File: src/hdl/pdlc_map.vh
// Constants for the PWM duty-limit and compensation block
// Contract
// - Limit register bits 7:2 hold duty limit code n, max duty n/64.
// - Limit register bit 1 enables high-side saturation feed-forward.
// - Limit register bit 0 enables low-side saturation feed-forward.
// - Error outside window with saturation enabled jumps duty to limit or zero.
// - Error inside window changes duty gradually through the filter.
// - Third-order filter with four numerator and three denominator coefficients.
// - Numerator coefficients in high/low register pairs; eleven coefficient registers.
// - Limit and saturation register writable by the host over the serial bus.
// - Paralleled units exchange a digital current-share value and converge.
`ifndef PDLC_MAP_VH
`define PDLC_MAP_VH
// ------------------------------------------------------------
// Register indexes
// ------------------------------------------------------------
`define PDLC_REG_LIMIT   4'h0
`define PDLC_REG_C0H     4'h1
`define PDLC_REG_C0L     4'h2
`define PDLC_REG_C1H     4'h3
`define PDLC_REG_C1L     4'h4
`define PDLC_REG_C2H     4'h5
`define PDLC_REG_C2L     4'h6
`define PDLC_REG_C3H     4'h7
`define PDLC_REG_C3L     4'h8
`define PDLC_REG_B1      4'h9
`define PDLC_REG_B2      4'ha
`define PDLC_REG_B3      4'hb
`define PDLC_REG_COUNT   12
// ------------------------------------------------------------
// Limit register fields and reset values
// ------------------------------------------------------------
`define PDLC_LIM_MSB     7
`define PDLC_LIM_LSB     2
`define PDLC_SATHI_BIT   1
`define PDLC_SATLO_BIT   0
`define PDLC_LIMIT_RST   8'h00
`define PDLC_COEF_RST    8'h00
// ------------------------------------------------------------
// Arithmetic
// ------------------------------------------------------------
`define PDLC_DUTY_W      6
`define PDLC_ACC_W       24
`define PDLC_FRAC        6
`define PDLC_SHARE_SHIFT 2
`endif

File: src/hdl/pdlc_top.v
// Duty-limit clamp, saturation feed-forward and third-order compensation filter
`timescale 1ns/100ps
`include "pdlc_map.vh"
module pdlc_top #(
  parameter ERR_W    = 8,
  parameter SAT_WIN  = 8'sd32,
  parameter SHARE_W  = 8
) (
  input  wire               clk_sys,
  input  wire               rst_n,
  input  wire               reg_wr,
  input  wire [3:0]         reg_addr,
  input  wire [7:0]         reg_wdata,
  input  wire [3:0]         reg_raddr,
  output reg  [7:0]         reg_rdata,
  input  wire               sw_tick,
  input  wire [ERR_W-1:0]   err_in,
  input  wire [SHARE_W-1:0] share_in,
  output reg  [SHARE_W-1:0] share_out,
  input  wire [SHARE_W-1:0] own_current,
  output reg  [5:0]         duty_out,
  output reg                sat_active
);
  localparam ACC_W = `PDLC_ACC_W;

  // ----------------------------------------------------------
  // Control register and coefficient store
  // ----------------------------------------------------------
  reg  [7:0] limit_reg_r;
  reg  [7:0] coef_r [0:10];
  wire [7:0] mem_rd;
  integer    k;

  // Write decode shared by the limit byte and the coefficient shadow
  wire       lim_wr   = reg_wr && (reg_addr == `PDLC_REG_LIMIT);
  wire       coef_wr  = reg_wr && (reg_addr >= `PDLC_REG_C0H) && (reg_addr <= `PDLC_REG_B3);
  wire [3:0] coef_idx = reg_addr - `PDLC_REG_C0H; // Index 0 is the first numerator high byte

  // Limit register write from the serial bus side
  always @(posedge clk_sys) begin
    if (!rst_n) begin
      limit_reg_r <= `PDLC_LIMIT_RST;
    end else if (lim_wr) begin
      limit_reg_r <= reg_wdata;
    end
  end

  // Shadow copy of the eleven coefficients for the datapath
  always @(posedge clk_sys) begin
    if (!rst_n) begin
      for (k = 0; k < 11; k = k + 1) begin
        coef_r[k] <= `PDLC_COEF_RST;
      end
    end else if (coef_wr) begin
      coef_r[coef_idx] <= reg_wdata;
    end
  end

  pdlc_regfile #(
    .DEPTH (`PDLC_REG_COUNT),
    .AW    (4)
  ) u_regs (
    .clk_sys (clk_sys),
    .rst_n   (rst_n),
    .wr_en   (reg_wr),
    .wr_addr (reg_addr),
    .wr_data (reg_wdata),
    .rd_addr (reg_raddr),
    .rd_data (mem_rd)
  );

  // Read data passes straight from the memory's output register
  always @* begin
    reg_rdata = mem_rd;
  end

  // ----------------------------------------------------------
  // Field decode
  // ----------------------------------------------------------
  wire [5:0] duty_limit_field = limit_reg_r[`PDLC_LIM_MSB:`PDLC_LIM_LSB];
  wire       sat_high_enable  = limit_reg_r[`PDLC_SATHI_BIT];
  wire       sat_low_enable   = limit_reg_r[`PDLC_SATLO_BIT];

  // Signed 16-bit coefficient from a high/low pair
  function signed [15:0] pair16;
    input [7:0] hi;
    input [7:0] lo;
    begin
      pair16 = {hi, lo};
    end
  endfunction

  // Sign-extended product truncated to the accumulator width
  function signed [ACC_W-1:0] mulc;
    input signed [15:0]      c;
    input signed [ACC_W-1:0] x;
    reg   signed [ACC_W+15:0] p;
    begin
      p    = c * x;
      mulc = p[ACC_W-1+`PDLC_FRAC:`PDLC_FRAC];
    end
  endfunction

  // Sign-extend an 8-bit denominator coefficient
  function signed [15:0] sext8;
    input [7:0] v;
    begin
      sext8 = {{8{v[7]}}, v};
    end
  endfunction

  wire signed [15:0] c0 = pair16(coef_r[0], coef_r[1]);
  wire signed [15:0] c1 = pair16(coef_r[2], coef_r[3]);
  wire signed [15:0] c2 = pair16(coef_r[4], coef_r[5]);
  wire signed [15:0] c3 = pair16(coef_r[6], coef_r[7]);
  wire signed [15:0] b1 = sext8(coef_r[8]);
  wire signed [15:0] b2 = sext8(coef_r[9]);
  wire signed [15:0] b3 = sext8(coef_r[10]);

  // ----------------------------------------------------------
  // Current-share correction of the error
  // ----------------------------------------------------------
  wire signed [SHARE_W:0]   share_diff = $signed({1'b0, share_in}) - $signed({1'b0, own_current});
  wire signed [ERR_W-1:0]   err_s      = err_in;
  // Both terms are signed nets so the shift below keeps the sign
  wire signed [ACC_W-1:0]   err_ext    = {{(ACC_W-ERR_W){err_s[ERR_W-1]}}, err_s};
  wire signed [ACC_W-1:0]   share_ext  = {{(ACC_W-SHARE_W-1){share_diff[SHARE_W]}}, share_diff};
  wire signed [ACC_W-1:0]   err_corr   = err_ext + (share_ext >>> `PDLC_SHARE_SHIFT);

  // ----------------------------------------------------------
  // Third-order filter history
  // ----------------------------------------------------------
  reg signed [ACC_W-1:0] x1_r, x2_r, x3_r;
  reg signed [ACC_W-1:0] y1_r, y2_r, y3_r;
  reg signed [ACC_W-1:0] y_nxt;

  // Individual taps, each rescaled from its Q.6 product
  wire signed [ACC_W-1:0] tap_c0 = mulc(c0, err_corr);
  wire signed [ACC_W-1:0] tap_c1 = mulc(c1, x1_r);
  wire signed [ACC_W-1:0] tap_c2 = mulc(c2, x2_r);
  wire signed [ACC_W-1:0] tap_c3 = mulc(c3, x3_r);
  wire signed [ACC_W-1:0] tap_b1 = mulc(b1, y1_r);
  wire signed [ACC_W-1:0] tap_b2 = mulc(b2, y2_r);
  wire signed [ACC_W-1:0] tap_b3 = mulc(b3, y3_r);

  // Direct form: four feed-forward taps, three feedback taps
  always @* begin
    y_nxt = tap_c0 + tap_c1 + tap_c2 + tap_c3 - tap_b1 - tap_b2 - tap_b3;
  end

  // ----------------------------------------------------------
  // Saturation window and clamp
  // ----------------------------------------------------------
  wire over_high = err_s >  $signed(SAT_WIN);
  wire over_low  = err_s < -$signed(SAT_WIN);
  reg  [5:0] duty_nxt;
  reg        sat_nxt;

  // Clamp a filter result between zero and the programmed limit
  function [5:0] clamp6;
    input signed [ACC_W-1:0] y;
    input        [5:0]       lim;
    begin
      if (y[ACC_W-1]) begin
        clamp6 = 6'h00;
      end else if (y > $signed({{(ACC_W-6){1'b0}}, lim})) begin
        clamp6 = lim;
      end else begin
        clamp6 = y[5:0];
      end
    end
  endfunction

  // Select feed-forward extreme or clamped filter output
  always @* begin
    sat_nxt = 1'b0;
    if (sat_high_enable && over_high) begin
      duty_nxt = duty_limit_field;
      sat_nxt  = 1'b1;
    end else if (sat_low_enable && over_low) begin
      duty_nxt = 6'h00;
      sat_nxt  = 1'b1;
    end else begin
      duty_nxt = clamp6(y_nxt, duty_limit_field);
    end
  end

  // ----------------------------------------------------------
  // Filter history
  // ----------------------------------------------------------
  // Advance once per switching cycle; feedback sees the clamped duty
  always @(posedge clk_sys) begin
    if (!rst_n) begin
      x1_r <= {ACC_W{1'b0}};
      x2_r <= {ACC_W{1'b0}};
      x3_r <= {ACC_W{1'b0}};
      y1_r <= {ACC_W{1'b0}};
      y2_r <= {ACC_W{1'b0}};
      y3_r <= {ACC_W{1'b0}};
    end else if (sw_tick) begin
      x1_r <= err_corr;
      x2_r <= x1_r;
      x3_r <= x2_r;
      y1_r <= {{(ACC_W-6){1'b0}}, duty_nxt};
      y2_r <= y1_r;
      y3_r <= y2_r;
    end
  end

  // ----------------------------------------------------------
  // Output registers
  // ----------------------------------------------------------
  // Loaded on the same switching edge as the history
  always @(posedge clk_sys) begin
    if (!rst_n) begin
      duty_out   <= 6'h00;
      sat_active <= 1'b0;
      share_out  <= {SHARE_W{1'b0}};
    end else if (sw_tick) begin
      duty_out   <= duty_nxt;
      sat_active <= sat_nxt;
      share_out  <= own_current;
    end
  end
endmodule // pdlc_top

File: src/hdl/pdlc_regfile.v
// Small register memory holding the eleven filter coefficients and the limit byte
`timescale 1ns/100ps
module pdlc_regfile #(
  parameter DEPTH = 12,
  parameter AW    = 4
) (
  input  wire          clk_sys,
  input  wire          rst_n,
  input  wire          wr_en,
  input  wire [AW-1:0] wr_addr,
  input  wire [7:0]    wr_data,
  input  wire [AW-1:0] rd_addr,
  output reg  [7:0]    rd_data
);
  reg [7:0] mem_r [0:DEPTH-1];
  integer   i;

  // ----------------------------------------------------------
  // Storage with registered read port
  // ----------------------------------------------------------
  always @(posedge clk_sys) begin
    if (!rst_n) begin
      for (i = 0; i < DEPTH; i = i + 1) begin
        mem_r[i] <= 8'h00;
      end
      rd_data <= 8'h00;
    end else begin
      if (wr_en && (wr_addr < DEPTH)) begin
        mem_r[wr_addr] <= wr_data;
      end
      rd_data <= (rd_addr < DEPTH) ? mem_r[rd_addr] : 8'h00;
    end
  end
endmodule // pdlc_regfile

File: config.mk
export PLATFORM = sky130hd
export DESIGN_NAME = pdlc_top
export DESIGN_NICKNAME = d
export VERILOG_FILES = /design/src/hdl/pdlc_top.v /design/src/hdl/pdlc_regfile.v
export VERILOG_INCLUDE_DIRS = /design/src /design/src/hdl
export SDC_FILE = /design/constraint.sdc
export NUM_CORES = 2
export LEC_CHECK = 0
export BUFFER_PORTS_ARGS = -buffer_cell sky130_fd_sc_hd__buf_2
export CORE_MARGIN = 10
export CORE_UTILIZATION = 46
export CTS_BUF_LIST = sky130_fd_sc_hd__clkbuf_8
export CTS_CLUSTER_SIZE = 10
export DETAILED_ROUTE_END_ITERATION = 8
export GPL_ROUTABILITY_DRIVEN = 0
export GPL_TIMING_DRIVEN = 0
export SYNTH_ARGS = -nofsm -noshare
export SYNTH_HDL_FRONTEND = slang
export SYNTH_SLANG_ARGS = --single-unit
File: constraint.sdc
create_clock -name clk_sys -period 20 [get_ports clk_sys]
set_input_delay 4 -clock clk_sys [delete_from_list [all_inputs] [get_ports clk_sys]]
set_output_delay 4 -clock clk_sys [all_outputs]
set_load 0.005 [all_outputs]
### Yosys cells after proc, flatten, opt, wreduce, memory -nomap -nowiden

Memories as Yosys holds them, arrays and structs flattened. A register that Yosys moved wholly into a read port is not among the register bits.
Index checks and enable logic that the tools add are counted.

* bits in writable memories: 184
* output and inout bits: 23
* bits in registers: 62
* input bits: 44
* latch bits: 0
* ROM bits: 0
* logic and storage cells: 64
* memories: 2

Memory list
* u_regs.mem_r: depth 12, width 8, rd ports 1, clocked after memory_dff 1, write ports 12, RTL line pdlc_regfile.v:15 `reg [7:0] mem_r [0:DEPTH-1];`
* coef_r: depth 11, width 8, rd ports 11, clocked after memory_dff 0, write ports 11, RTL line pdlc_top.v:30 `reg [7:0] coef_r [0:10];`

* div/mod/pow operators: 0
* reduce and logical (&&, ||, !) cells: 11
* muxes and demuxes: 19
* $add $sub $neg: 9
* $lt $le $gt $ge: 7
* equality and inequality tests: 0
* $mul: 7
* shift operators: 0
* bitwise logic cells: 0

Operators with widths (count)
* multiplier 16 x 9 -> 25 bit: 4
* subtractor 24 x 9 -> 24 bit: 3
* adder 24 bit: 2
* multiplier 8 x 7 -> 15 bit: 3
* > comparator 24 x 7 -> 1 bit: 1
* two-way mux 6 bit: 4
* adder 19 x 19 -> 20 bit: 1
* two-way mux 8 bit: 2
* OR reduction 8 bit: 2
* two-way mux 1 bit: 11
* adder 8 x 7 -> 9 bit: 1
* subtractor 8 x 8 -> 9 bit: 1
* > comparator 8 x 7 -> 1 bit, second input constant: 1
* less-than comparator 4 bit, second input constant: 2
* less-than comparator 8 x 6 -> 1 bit, second input constant: 1
* two-way mux 4 bit: 2
* logical AND 1 bit: 6
* >= comparator 4 x 1 -> 1 bit, second input constant: 1
* less-or-equal comparator 4 bit, second input constant: 1
* logical NOT 4 bit: 1
* subtractor 4 x 1 -> 4 bit, second input constant: 1
* AND reduction 2 bit: 1
* logical NOT 1 bit: 1

### Longest topological paths before layout

* depth in word-level cells: 14
* gate-level depth with buffers: 62
* gate-level depth less buffers: 59

### By module

A second synthesis with hierarchy kept.

* cell total of the unflattened synthesis: 4090
* area total of the unflattened synthesis: 39380.3 um^2

By module, submodules not included
* pdlc_top: cells an instance 3751, sequential area each 3803.6 um^2, area an instance 34619.5 um^2, instances 1
* pdlc_regfile: cells an instance 339, sequential area each 3042.9 um^2, area an instance 4760.8 um^2, instances 1

### Least setup slack after synthesis

OpenSTA, ideal clock, no wires.

* kind: input to register
* start: input own_current[1]
* end: register duty_out[4]
* required time: 19.878 ns
* stages: 55
* slack: 3.318 ns
* setup time: 0.122 ns
* buffers on the path: 2
* arrival time: 16.560 ns
* path through: inv_1 ha_1 a21oi_1 inv_1 a21oi_1 nor2b_1 o21a_1 o21a_1 o21a_1 o21a_1 nor2_1 ha_1 and3_1 nor2_1 xnor2_1 clkbuf_1 nand2_1 fa_1 [... 19 more ...] a2111oi_2 a21oi_1 fa_1 fa_1 inv_1 fa_1 ha_1 clkbuf_1 o22ai_1 a221o_1 nor4_1 nand3_1 nor3b_1 and3_1 nand4_1 nor4b_2 o211ai_1 a221o_1

* word-level cells in the longest chain between the ends: 14

RTL lines
* start, declared: RTL line pdlc_top.v:20 `input wire [SHARE_W-1:0] own_current,`
* subtractor 8 x 8 -> 9 bit *: RTL line pdlc_top.v:123 `wire signed [SHARE_W:0] share_diff = $signed({1'b0, share_in}) - $signed({1'b0, own_current});`
* adder 8 x 7 -> 9 bit *: RTL line pdlc_top.v:128 `` wire signed [ACC_W-1:0] err_corr = err_ext + (share_ext >>> `PDLC_SHARE_SHIFT); ``
* multiplier 16 x 9 -> 25 bit *: RTL line pdlc_top.v:99 `p = c * x;`
* adder 19 x 19 -> 20 bit *: RTL line pdlc_top.v:148 `y_nxt = tap_c0 + tap_c1 + tap_c2 + tap_c3 - tap_b1 - tap_b2 - tap_b3;`
* adder 24 bit * (2 in series): RTL line pdlc_top.v:148
* subtractor 24 x 9 -> 24 bit * (3 in series): RTL line pdlc_top.v:148
* > comparator 24 x 7 -> 1 bit: RTL line pdlc_top.v:166 `end else if (y > $signed({{(ACC_W-6){1'b0}}, lim})) begin`
* two-way mux 6 bit: RTL line pdlc_top.v:166
* two-way mux 6 bit *: RTL line pdlc_top.v:164 `if (y[ACC_W-1]) begin`
* two-way mux 6 bit *: RTL line pdlc_top.v:180 `end else if (sat_low_enable && over_low) begin`
* two-way mux 6 bit *: RTL line pdlc_top.v:177 `if (sat_high_enable && over_high) begin`
* end signal, assigned: RTL line pdlc_top.v:220 `duty_out <= duty_nxt;`
* end, declared: RTL line pdlc_top.v:21 `output reg [5:0] duty_out,`

Mark *: on every way between the ends. The rest lies on a longest branch, timed or not.
A chain may end at the register's enable or synchronous reset.

### Worst setup path after layout

Same ends and word-level chain as after synthesis.

==> flow_summary.json <==
{
  "wl_per_cell_um": 19.1,
  "dp_slack_ns": 0.0800,
  "nFillCells": 7973,
  "fin_skew_ns": 0.0412,
  "synthTopCellsByArea": "fa_1 (33%), edfxtp_1 (14%), ha_1 (11%)",
  "grt_first_pass_wirelength_mm": 163,
  "ys_types": 75,
  "place.detailed.hpwl_mm": 81.7,
  "ys_ff_latch": 254,
  "instances_no_fill": 5299,
  "vias": 27500,
  "required_ns": 20.56,
  "synth_top_area_share_pct": 33.4,
  "cts_buffers": 49,
  "maxSlewHeadroom_pct": 6.36,
  "critPathSlowestCell": "xnor2_1",
  "grt_max_degree": 16,
  "ys.flop_type": "edfxtp_1",
  "h-tree-depth": 2,
  "gr-usage-all-layers_pct": 21.3,
  "critPathKind": "in -> reg",
  "root_buffer": "clkbuf_8",
  "path_buf_inv": 8,
  "drv_cap": 0,
  "rsz0062_at_grt": "false",
  "start_kind": "primary input",
  "cp-end-kind": "flop",
  "cpMostUsedCell": "fa_1",
  "fin_nets": 5158,
  "slew_violations": 0,
  "num_rows": 106,
  "holdWs_ns": 0.506,
  "vias_per_cell": 5.19,
  "dp.cells": 5206,
  "synth_top_cell_by_area": "fa_1",
  "drt_pre_antenna_iters": 7,
  "hold_path.class": "reg -> reg",
  "synthCells": 4013,
  "core_mm2": 0.0838,
  "clock_latency_ns": 0.67,
  "ant_nets": 0,
  "drive_above_1_share_pct": 4.37,
  "multi_input_area_mm2": 0.0289,
  "regArea_mm2": 0.00685,
  "setup_viol": 0,
  "arrival_ns": 19.72,
  "syn_area_mm2": 0.0390,
  "portBuffers": 59,
  "cts_tree": "built",
  "synthArstFlopShare_pct": 0,
  "final.min_clock_period_ns": 19.16,
  "grt_overflow": 0,
  "layout_setup_ws_ns": 0.845,
  "ys_seq_area_share_pct": 17.6,
  "cts.clk_slew.worst_paths_ns": 0.06,
  "grt_pass1_vias": 28700,
  "dieArea_mm2": 0.0967,
  "syn_nets": 5048,
  "drt_wl_total_mm": 101,
  "die_w_um": 311,
  "cp_slowest_stage_delay_ns": 0.89,
  "synth-edff-count": 176,
  "syn_area_per_cell_um2": 9.71,
  "finalCritPeriodShare_pct": 95.8,
  "initial_core_util_pct": 46.5,
  "tns_ns": 0,
  "antenna_found_initial": 8,
  "max_freq_mhz": 52.2,
  "critPathTopFamily": "adder cells",
  "drt-initial-drc-count": 2020,
  "drc": 0,
  "area_delta_synth_final_pct": 6.90,
  "final_hold_viol_count": 0,
  "cts.sinks": 254,
  "worst_pin_slew_ns": 1.40,
  "ioPinCount": 67,
  "outcome": "complete, no violations",
  "ys_warn_count": 0,
  "clk_path_buf_depth": 3,
  "cp_max_fo": 10,
  "die_h_um": 311
}
==> cell families (layout without fill, tap and decap cells) <==
logic type	count (synthesis)	count (layout)	share of synthesized area [%]
AOI/OAI and AO/OA	341	341	5.65
xor gates and xnor gates	167	167	3.75
adders and majority gates	991	991	44.3
buffers and inverters	858	1008	8.27
DFF	254	254	17.6
muxes	87	87	3.01
other	0	2	0
and+or+nand+nor	1315	1315	17.4
==> area by class of cell <==
class | instances | area share, %
antenna | 2 | 0.0120
tap | 1134 | 3.41
inverter | 716 | 6.45
clock buffer | 54 | 1.78
clock inverter | 37 | 0.478
buffer | 142 | 1.31
sequential | 254 | 16.4
timing repair buffer | 59 | 0.709
multi-input combinational | 2901 | 69.4
==> synthesized netlist by cell type (3+ instances only) <==
library cell,n
a21boi_0,5
ha_1,342
nor2b_1,77
o21bai_1,9
xnor2_1,123
o211a_1,5
and4_1,6
and2_1,443
o21ai_1,10
o211ai_1,7
mux2i_1,62
fa_1,649
o31a_1,3
nand2_1,386
a21oi_1,100
edfxtp_1,176
a21o_1,31
nand4_1,7
or2_2,9
o21ai_0,67
clkbuf_1,123
dfxtp_1,78
xor2_1,44
and3_1,13
or3_1,11
nor2_1,186
o22ai_1,10
mux4_2,24
nor3_1,40
a211oi_1,6
a311oi_1,4
buf_1,17
nor4_1,6
a221o_1,8
nand3b_1,6
nand3_1,27
nor3b_1,5
a31oi_1,14
a41oi_1,3
nand4b_1,3
nand2b_1,80
inv_1,716
o41a_1,3
o21a_1,29
==> path summary, 6_finish.rpt <==
check / start / end / slack (ns) / cells after the start
setup reg to reg: x1_r[2] / duty_out[4] / 6.71 / 48
setup / recovery: own_current[1] / duty_out[4] / 0.84 / 55
hold / removal: share_out[7] / share_out[7] / 0.51 / 2
hold reg to reg: share_out[7] / share_out[7] / 0.51 / 2
==> routing by layer <==
layer	global-route usage, %	wire length, um	vias to the layer above
met2	35.0	47300	648
met4	5.58	2760	4
met5	0	23	-
met1	29.3	45400	13900
met3	3.09	5710	134
li1	-	-	12800
==> through the flow <==
step | area (um^2) | utilization, %
after floorplan | 39000 | -
after global placement | 40700 | 48.5
after detailed placement | 40700 | 48.5
after CTS | 41600 | 49.7
after global routing | 41600 | 49.7
final | 41600 | 49.7
==> state kept, by name, summed over array words and instances, names as in the netlist <==
signal / flops
u_regs.rd_data: 8
u_regs.mem_r: 96
limit_reg_r: 8
x3_r: 9
x1_r: 9
duty_out: 6
share_out: 8
x2_r: 9
y2_r: 6
sat_active: 1
y3_r: 6
coef_r: 88
==> cell usage in the layout (no fill, tap or decap), types with 11 or more instances in the layout <==
cell type and count:
and2_1 443, buf_1 17, clkbuf_1 115, fa_1 649, nor2b_1 77, ha_1 342
and3_1 13, nand2b_1 80, inv_1 731, nor2_1 186, o21ai_1 13, a21oi_1 99
nand3_1 27, o21ai_0 64, nand2_1 386, buf_2 61, mux2i_1 62, a21o_1 31
edfxtp_1 176, dfxtp_1 78, nor3_1 39, o21a_1 29, xor2_1 44, a31oi_1 14
clkbuf_8 54, mux4_2 24, or3_1 11, xnor2_1 122
==> worst register-to-register path, delay by kind of cell, from the launching register on <==
family / cells / cell delay, ns
fa+ha+maj: 11 / 4.67
compound gates: 15 / 4.05
simple gates: 13 / 2.14
buf+inv: 8 / 1.63
xor+xnor: 1 / 0.37
flops: 1 / 0.31
==> what timing repair did <==
item                       in CTS  in global routing
resized for setup               0                  2
buffers inserted                0                  0
hold buffers                    0                  0
setup endpoints to repair       0                  6
Power is not shown: default switching activity piles up to over one toggle a cycle in this logic, so the estimate is an artifact.
